**config.mk**
```make
export PLATFORM = sky130hd
export DESIGN_NAME = cmpctl_top
export DESIGN_NICKNAME = d
export VERILOG_FILES = /design/src/pkg/cmpctl_pkg.sv /design/src/core/cmpctl_top.sv
export SDC_FILE = /design/constraint.sdc
export NUM_CORES = 1
export LEC_CHECK = 0
export ABC_AREA = 1
export BUFFER_PORTS_ARGS = -buffer_cell sky130_fd_sc_hd__buf_2
export CORE_ASPECT_RATIO = 0.9
export CORE_MARGIN = 5
export CORE_UTILIZATION = 42
export DETAILED_ROUTE_END_ITERATION = 8
export PLACE_DENSITY = 0.76
export SYNTH_ARGS = -nofsm -noshare
export SYNTH_HDL_FRONTEND = slang
export SYNTH_SLANG_ARGS = --single-unit
```
**constraint.sdc**
```tcl
create_clock -name clk_i -period 1.45 [get_ports clk_i]
set_clock_uncertainty 0.15 [all_clocks]
set_input_delay 0.2175 -clock clk_i [delete_from_list [all_inputs] [get_ports clk_i]]
set_output_delay 0.2175 -clock clk_i [all_outputs]
set_load 0.05 [all_outputs]
```
**src/pkg/cmpctl_pkg.sv**
```systemverilog
// Comparator control block: register offsets, field positions, reset values.
// Assumes a 32-bit classic Wishbone slave port, one register per aligned word.
package cmpctl_pkg;
  // Byte offsets
  localparam logic [7:0] CMPCTL_OFF_CTRL_A = 8'h00;
  localparam logic [7:0] CMPCTL_OFF_CTRL_B = 8'h04;
  localparam logic [7:0] CMPCTL_OFF_MIRROR = 8'h08;
  localparam logic [7:0] CMPCTL_OFF_STATUS = 8'h0C;
  localparam logic [7:0] CMPCTL_OFF_CLEAR = 8'h10;
  localparam logic [7:0] CMPCTL_OFF_IRQ_EN = 8'h14;
  localparam logic [7:0] CMPCTL_OFF_PORT = 8'h18;
  // Control A fields
  localparam int CMPCTL_A_ON = 7;
  localparam int CMPCTL_A_RESULT = 6;
  localparam int CMPCTL_A_PIN = 5;
  localparam int CMPCTL_A_INV = 4;
  localparam int CMPCTL_A_SPEED = 2;
  localparam int CMPCTL_A_HYS = 1;
  localparam int CMPCTL_A_SYNC = 0;
  // Control B fields
  localparam int CMPCTL_B_RISE = 7;
  localparam int CMPCTL_B_FALL = 6;
  localparam int CMPCTL_B_PLUS_HI = 5;
  localparam int CMPCTL_B_PLUS_LO = 4;
  localparam int CMPCTL_B_MINUS = 0;
  // Writable masks and reset values
  localparam logic [7:0] CMPCTL_A_WMASK = 8'hB7;
  localparam logic [7:0] CMPCTL_B_WMASK = 8'hF1;
  localparam logic [7:0] CMPCTL_A_RESET = 8'h04;
  localparam logic [7:0] CMPCTL_B_RESET = 8'h00;
  // Plus input channel codes
  localparam logic [1:0] CMPCTL_PLUS_PIN = 2'h0;
  localparam logic [1:0] CMPCTL_PLUS_DAC = 2'h1;
  localparam logic [1:0] CMPCTL_PLUS_FVR = 2'h2;
  localparam logic [1:0] CMPCTL_PLUS_GND = 2'h3;
  // Port register width and unmapped read value
  localparam int CMPCTL_PORT_W = 6;
  localparam logic [31:0] CMPCTL_UNMAPPED = 32'h0000_0000;
endpackage : cmpctl_pkg
```
**src/core/cmpctl_top.sv**
```systemverilog
// Comparator control and status wrapper with Wishbone register access.
// Assumes an analog comparator core, a timer clock source sampled as a
// synchronous level, and a single 250 MHz clock with synchronous reset.
`timescale 1ns/100ps
`default_nettype none

// Contract
// - Enable bit powers comparator on
// - Result bit reflects polarity-adjusted comparison
// - Pin-route bit drives pin when direction clear
// - Polarity bit inverts result everywhere
// - Speed bit selects fast mode, resets one
// - Hysteresis bit enables input hysteresis
// - Sync bit latches on timer falling edge
// - Rising edge enable sets event flag
// - Falling edge enable sets event flag
// - Plus select: pin, DAC, fixed reference, ground
// - Minus select bit picks second pin
// - Mirror register shows result bit
// - Unimplemented bits read as zero
// - Analog-configured port pins read zero
// - Result latched every cycle; pin unlatched unless sync bit set
// - Polarity or enable toggle may flag
module cmpctl_top
  import cmpctl_pkg::*;
(
  input wire logic clk_i,
  input wire logic rst_i,
  // Wishbone classic slave
  input wire logic wb_cyc_i,
  input wire logic wb_stb_i,
  input wire logic wb_we_i,
  input wire logic [7:0] wb_adr_i,
  input wire logic [3:0] wb_sel_i,
  input wire logic [31:0] wb_dat_i,
  output logic [31:0] wb_dat_o,
  output logic wb_ack_o,
  // Analog core
  input wire logic analog_raw_i,
  output logic comparator_on_o,
  output logic speed_power_select_o,
  output logic hysteresis_on_o,
  output logic [1:0] plus_input_select_o,
  output logic minus_input_select_o,
  // Timer and pin
  input wire logic timer_clk_src_i,
  input wire logic pin_direction_i,
  output logic timer_gate_o,
  output logic result_pin_o,
  output logic result_pin_oe_o,
  // Port pins
  input wire logic [CMPCTL_PORT_W-1:0] port_pins_i,
  input wire logic [CMPCTL_PORT_W-1:0] port_analog_i,
  output logic irq_o
);

  logic [7:0] ctrl_a_reg;
  logic [7:0] ctrl_b_reg;
  logic result_reg;
  logic timer_clk_reg;
  logic sync_result_reg;
  logic status_reg;
  logic irq_en_reg;
  logic [CMPCTL_PORT_W-1:0] port_reg;
  logic [CMPCTL_PORT_W-1:0] port_next;
  logic result_next;
  logic ext_result;
  logic timer_fall;
  logic rise_hit;
  logic fall_hit;
  logic event_hit;
  logic clear_hit;
  logic [31:0] rd_data;

  // Decoded register selects
  logic sel_a;
  logic sel_b;
  logic sel_mirror;
  logic sel_status;
  logic sel_clear;
  logic sel_en;
  logic sel_port;

  // Bus handshake
  logic req;
  logic commit;
  logic wr_any;
  logic wr_lane0;
  logic wr_a;
  logic wr_b;
  logic wr_clr;
  logic wr_en;
  logic rd_any;

  // One answer per request; a request still held after its ack is taken again
  typedef enum logic [0:0] {
    CMPCTL_BUS_IDLE = 1'b0,
    CMPCTL_BUS_ANSWER = 1'b1
  } cmpctl_bus_e;

  cmpctl_bus_e bus_reg;
  cmpctl_bus_e bus_next;

  function automatic logic hit(input logic [7:0] adr, input logic [7:0] off);
    hit = (adr[7:2] == off[7:2]);
  endfunction : hit

  assign sel_a = hit(wb_adr_i, CMPCTL_OFF_CTRL_A);
  assign sel_b = hit(wb_adr_i, CMPCTL_OFF_CTRL_B);
  assign sel_mirror = hit(wb_adr_i, CMPCTL_OFF_MIRROR);
  assign sel_status = hit(wb_adr_i, CMPCTL_OFF_STATUS);
  assign sel_clear = hit(wb_adr_i, CMPCTL_OFF_CLEAR);
  assign sel_en = hit(wb_adr_i, CMPCTL_OFF_IRQ_EN);
  assign sel_port = hit(wb_adr_i, CMPCTL_OFF_PORT);

  always_comb begin
    bus_next = bus_reg;
    case (bus_reg)
      CMPCTL_BUS_IDLE: begin
        if (wb_cyc_i && wb_stb_i) begin
          bus_next = CMPCTL_BUS_ANSWER;
        end
      end
      CMPCTL_BUS_ANSWER: begin
        bus_next = CMPCTL_BUS_IDLE;
      end
      default: begin
        bus_next = CMPCTL_BUS_IDLE;
      end
    endcase
  end

  always_ff @(posedge clk_i) begin
    if (rst_i) begin
      bus_reg <= CMPCTL_BUS_IDLE;
    end else begin
      bus_reg <= bus_next;
    end
  end

  // Request taken in idle; writes land when the master sees ack
  assign req = (bus_reg == CMPCTL_BUS_IDLE) && wb_cyc_i && wb_stb_i;
  assign commit = (bus_reg == CMPCTL_BUS_ANSWER) && wb_cyc_i && wb_stb_i;
  assign wr_any = commit && wb_we_i;
  // Registers are at most 8 bits wide, so only lane 0 carries them
  assign wr_lane0 = wr_any && wb_sel_i[0];
  assign wr_a = wr_lane0 && sel_a;
  assign wr_b = wr_lane0 && sel_b;
  assign wr_clr = wr_lane0 && sel_clear;
  assign wr_en = wr_lane0 && sel_en;
  assign rd_any = req && !wb_we_i;

  // polarity applied before result, timer and pin
  // enable gates raw output before inversion
  assign result_next = (analog_raw_i && ctrl_a_reg[CMPCTL_A_ON]) ^ ctrl_a_reg[CMPCTL_A_INV];

  always_ff @(posedge clk_i) begin
    if (rst_i) begin
      result_reg <= 1'b0;
    end else begin
      result_reg <= result_next;
    end
  end

  always_ff @(posedge clk_i) begin
    if (rst_i) begin
      timer_clk_reg <= 1'b0;
    end else begin
      timer_clk_reg <= timer_clk_src_i;
    end
  end

  assign timer_fall = timer_clk_reg && !timer_clk_src_i;

  // capture on falling edge of timer source
  always_ff @(posedge clk_i) begin
    if (rst_i) begin
      sync_result_reg <= 1'b0;
    end else if (timer_fall) begin
      sync_result_reg <= result_next;
    end
  end

  // unsynced path uses the unlatched polarity-adjusted value
  assign ext_result = ctrl_a_reg[CMPCTL_A_SYNC] ? sync_result_reg : result_next;

  assign rise_hit = ctrl_b_reg[CMPCTL_B_RISE] && !result_reg && result_next;
  assign fall_hit = ctrl_b_reg[CMPCTL_B_FALL] && result_reg && !result_next;
  assign event_hit = rise_hit || fall_hit;
  assign clear_hit = wr_clr && wb_dat_i[0];

  // set wins over a clear in the same cycle
  always_ff @(posedge clk_i) begin
    if (rst_i) begin
      status_reg <= 1'b0;
    end else if (event_hit) begin
      status_reg <= 1'b1;
    end else if (clear_hit) begin
      status_reg <= 1'b0;
    end
  end

  // Enable is bit 0 of its register
  always_ff @(posedge clk_i) begin
    if (rst_i) begin
      irq_en_reg <= 1'b0;
    end else if (wr_en) begin
      irq_en_reg <= wb_dat_i[0];
    end
  end

  // speed bit resets to one via reset value
  // masked write keeps unimplemented bits zero
  always_ff @(posedge clk_i) begin
    if (rst_i) begin
      ctrl_a_reg <= CMPCTL_A_RESET;
    end else if (wr_a) begin
      ctrl_a_reg <= wb_dat_i[7:0] & CMPCTL_A_WMASK;
    end
  end

  always_ff @(posedge clk_i) begin
    if (rst_i) begin
      ctrl_b_reg <= CMPCTL_B_RESET;
    end else if (wr_b) begin
      ctrl_b_reg <= wb_dat_i[7:0] & CMPCTL_B_WMASK;
    end
  end

  for (genvar g = 0; g < CMPCTL_PORT_W; g++) begin : g_port
    assign port_next[g] = port_analog_i[g] ? 1'b0 : port_pins_i[g];
  end

  always_ff @(posedge clk_i) begin
    if (rst_i) begin
      port_reg <= '0;
    end else begin
      port_reg <= port_next;
    end
  end

  always_comb begin
    rd_data = CMPCTL_UNMAPPED;
    if (sel_a) begin
      rd_data[7:0] = ctrl_a_reg & CMPCTL_A_WMASK;
      rd_data[CMPCTL_A_RESULT] = result_reg;
    end else if (sel_b) begin
      rd_data[7:0] = ctrl_b_reg & CMPCTL_B_WMASK;
    end else if (sel_mirror) begin
      rd_data[0] = result_reg;
    end else if (sel_status) begin
      rd_data[0] = status_reg;
    end else if (sel_en) begin
      rd_data[0] = irq_en_reg;
    end else if (sel_port) begin
      rd_data[CMPCTL_PORT_W-1:0] = port_reg;
    end
  end

  // Ack stands for the one answer cycle
  always_ff @(posedge clk_i) begin
    if (rst_i) begin
      wb_ack_o <= 1'b0;
    end else begin
      wb_ack_o <= (bus_next == CMPCTL_BUS_ANSWER);
    end
  end

  // Read data zero on write answers and between answers
  always_ff @(posedge clk_i) begin
    if (rst_i) begin
      wb_dat_o <= '0;
    end else if (rd_any) begin
      wb_dat_o <= rd_data;
    end else begin
      wb_dat_o <= '0;
    end
  end

  always_ff @(posedge clk_i) begin
    if (rst_i) begin
      comparator_on_o <= 1'b0;
    end else begin
      comparator_on_o <= ctrl_a_reg[CMPCTL_A_ON];
    end
  end

  always_ff @(posedge clk_i) begin
    if (rst_i) begin
      speed_power_select_o <= 1'b1;
    end else begin
      speed_power_select_o <= ctrl_a_reg[CMPCTL_A_SPEED];
    end
  end

  always_ff @(posedge clk_i) begin
    if (rst_i) begin
      hysteresis_on_o <= 1'b0;
    end else begin
      hysteresis_on_o <= ctrl_a_reg[CMPCTL_A_HYS];
    end
  end

  always_ff @(posedge clk_i) begin
    if (rst_i) begin
      plus_input_select_o <= CMPCTL_PLUS_PIN;
    end else begin
      plus_input_select_o <= ctrl_b_reg[CMPCTL_B_PLUS_HI:CMPCTL_B_PLUS_LO];
    end
  end

  always_ff @(posedge clk_i) begin
    if (rst_i) begin
      minus_input_select_o <= 1'b0;
    end else begin
      minus_input_select_o <= ctrl_b_reg[CMPCTL_B_MINUS];
    end
  end

  // timer gate follows the external result
  always_ff @(posedge clk_i) begin
    if (rst_i) begin
      timer_gate_o <= 1'b0;
    end else begin
      timer_gate_o <= ext_result;
    end
  end

  always_ff @(posedge clk_i) begin
    if (rst_i) begin
      result_pin_o <= 1'b0;
    end else begin
      result_pin_o <= ext_result;
    end
  end

  // drive only while routed and direction clear
  always_ff @(posedge clk_i) begin
    if (rst_i) begin
      result_pin_oe_o <= 1'b0;
    end else begin
      result_pin_oe_o <= ctrl_a_reg[CMPCTL_A_PIN] && !pin_direction_i;
    end
  end

  // Level interrupt from flag and enable
  always_ff @(posedge clk_i) begin
    if (rst_i) begin
      irq_o <= 1'b0;
    end else begin
      irq_o <= status_reg && irq_en_reg;
    end
  end

endmodule : cmpctl_top

`default_nettype wire

```
==> impl_metrics.csv <==
group,metric,value,unit
setup_path,cp_num_buf_inv,1,
synthesis,postSynthAreaPerCell,8.10,um2
finish,n_antenna_cell,0,
floorplan,start_util,0.430,
synthesis,yosys-top-cells-count,"dfxtp_1, nand2_1, buf_4, inv_1, nor2_1",
clocking,cts_max_level,2,
drt,wl,3650,um
synthesis,yosysSeqAreaShare,0.460,
setup_path,crit_path_start_kind,"flop",
setup_path,critical_path.max_stage_delay,0.38,ns
timing,hold_viol,1,
synthesis,synthCells,215,
global_routing,track_usage,0.131,
power_and_ir_drop,leakage,0.00108,uW
drt,vias,1426,
setup_path,crit_chain,"nand3_2 > nor2_4 > buf_4 > nand2_4 > o21ai_1 > a21oi_1",
power_and_ir_drop,ir_drop,0.000450,V
drt,first_iter_violations,64,
setup_path,cp_max_fo,10,
timing,fmax,744,MHz
finish,drive_gt1_frac,0.309,
setup_path,r2r_slack,0.11,ns
synthesis,synth.distinct_cells,26,
timing,finalSetupViolCount,0,
synthesis,synth_area,1740,um2
synthesis,ys_ff_latch,40,
floorplan,dieArea,5540,um2
floorplan,ios,107,
drt,ant_nets,0,
synthesis,synth_edf_count,0,
global_routing,antenna_found_initial,0,
clocking,worstSkewPairLatency,0.29,ns
synthesis,synth_area_leaders,"dfxtp_1, buf_4, nand2_1, inv_1, a21oi_1",
run_status,status,"complete, but fails checks",
timing,tns,0,ns
clocking,cts_buffers,5,
global_routing,overflow,0,
synthesis,synth_most_common_cell,"dfxtp_1",
clocking,clk_pin_slew,0.07,ns
drt,first_pass_iters,4,
global_routing,grt_first_pass_wirelength,5760,um
power_and_ir_drop,power_density,1080,nW/um2
finish,area_growth_syn_to_layout,26.9,%
floorplan,placementRows,22,
clocking,cts-root-buf,"clkbuf_8",
finish,layout.nets,348,
timing,fin_crit_sh,0.926,
finish,fillers,386,
setup_path,crit_slowest_cell,"dfxtp_2",
timing,rsz0062_at_grt,"false",
setup_path,worstPathArrival,1.38,ns
setup_path,criticalPathCategory,"reg2reg",
setup_path,crit_path_end_kind,"flop",
drt,wl_per_cell,11.0,um
min_path,hold_path.class,"in2reg",
run,maxCapViolCount,0,
synthesis,async_flop_share,0,
run_status,violations,"hold timing",
drt,route.detailed.drc,0,
clocking,cts_tree,"yes",
placed_design,port_buffers,52,
drt,vias_per_cell,4.28,
timing,holdWs,-0.00857,ns
floorplan,core,4050,um2
floorplan,chipHeight,71.1,um
setup_path,required,1.48,ns
clocking,cts_buffer_depth,2,
synthesis,synth_flop_cell,"dfxtp_1",
global_routing,grt_max_degree,15,
synthesis,synth_top_cell_by_area,"dfxtp_1",
floorplan,die_x,77.9,um
setup_path,path_delay_family,"flip-flops",
global_routing,grt_pass1_vias,1335,
synthesis,synth_top_area_frac,0.460,
placed_design,dp_hpwl,2820,um
clocking,clock-sinks,40,
timing,slew_viol_final,0,
finish,largest_register_ff_count,8,
placed_design,gp_congestion,0.876,
synthesis,yosys_warnings,0,
timing,finalCriticalPeriod,1.34,ns
-- metal layers --
metal | track usage | vias to the layer above | wire (um) | share of wire
met5 | 0 | - | 0 | 0
met4 | 0.0553 | 0 | 55 | 0.015
met3 | 0.0471 | 5 | 264 | 0.072
met2 | 0.213 | 44 | 1750 | 0.48
met1 | 0.157 | 617 | 1580 | 0.43
li1 | - | 760 | - | -
-- cells by family after synthesis --
kind of cell           after synthesis  share of synthesized area
AND/OR/NAND/NOR                     80                      0.246
buffers and inverters               58                      0.183
AO/OA/AOI/OAI                       36                      0.109
flip-flops                          40                      0.460
other                                1                    0.00215
-- worst reg2reg max path, cell delays in order (launching register included) --
cell and delay, ns:
dfxtp_2 0.38, nand3_2 0.09, nor2_4 0.18, buf_4 0.15, nand2_4 0.09, o21ai_1 0.14, a21oi_1 0.05
-- power by group --
| group | internal (uW) | switching (uW) |
|---|---|---|
| Combinational | 74.4 | 218 |
| Clock | 607 | 365 |
| Sequential | 1110 | 4.14 |
-- cell usage in the layout (no fill, tap or decap), types with 2 or more instances in the layout --
cell type,count
a21oi_1,17
buf_2,52
buf_4,6
clkbuf_8,7
conb_1,24
dfxtp_1,39
dlygate4sd3_1,9
inv_1,25
inv_2,5
nand2_1,31
nand2_2,4
nand3_1,6
nand4_1,2
nor2_1,20
nor2_2,2
nor2_4,3
nor3b_1,5
o21ai_0,7
o21ai_1,10
-- through the flow --
stage / utilization / power (uW) / cells / setup slack [ns] / area (um2)
after floorplan: - / 1390 / 238 / 0.0107 / 1830
after global placement: 0.488 / 1410 / 314 / 0.0716 / 1970
after detailed placement: 0.488 / 1410 / 314 / 0.0505 / 1970
after CTS: 0.544 / 2410 / 332 / 0.0682 / 2200
after global routing: 0.546 / 2470 / 333 / 0.0164 / 2210
final: 0.546 / 2380 / 333 / 0.107 / 2210
-- worst paths after layout --
kind | start | depth (start not counted) | endpoint
max | wb_ack_o$_SDFF_PP0_ | 6 | ctrl_a_reg[7]$_SDFFE_PP0P_
min | port_pins_i[0] | 3 | port_reg[0]$_SDFF_PP0_
max reg2reg | wb_ack_o$_SDFF_PP0_ | 6 | ctrl_a_reg[7]$_SDFFE_PP0P_
min reg2reg | port_reg[3]$_SDFF_PP0_ | 2 | wb_dat_o[3]$_SDFF_PP0_
-- area by class of cell --
class | count | area (um2) | area share
Clock buffer | 7 | 96.3 | 0.0436
Clock inverter | 1 | 30.0 | 0.0136
Sequential cell | 40 | 802 | 0.363
Multi-Input combinational cell | 140 | 713 | 0.323
Tap cell | 48 | 60.1 | 0.0272
Inverter | 30 | 113 | 0.0510
Timing Repair Buffer | 67 | 395 | 0.179
-- timing repair --
item | CTS | global route
setup endpoints to repair | 0 | 2
hold buffers | 10 | 0
setup buffers | 0 | 2
gates resized for setup | 0 | 2
hold endpoints to repair | 9 | 0
No activity file was read; power rests on OpenSTA's default activity.
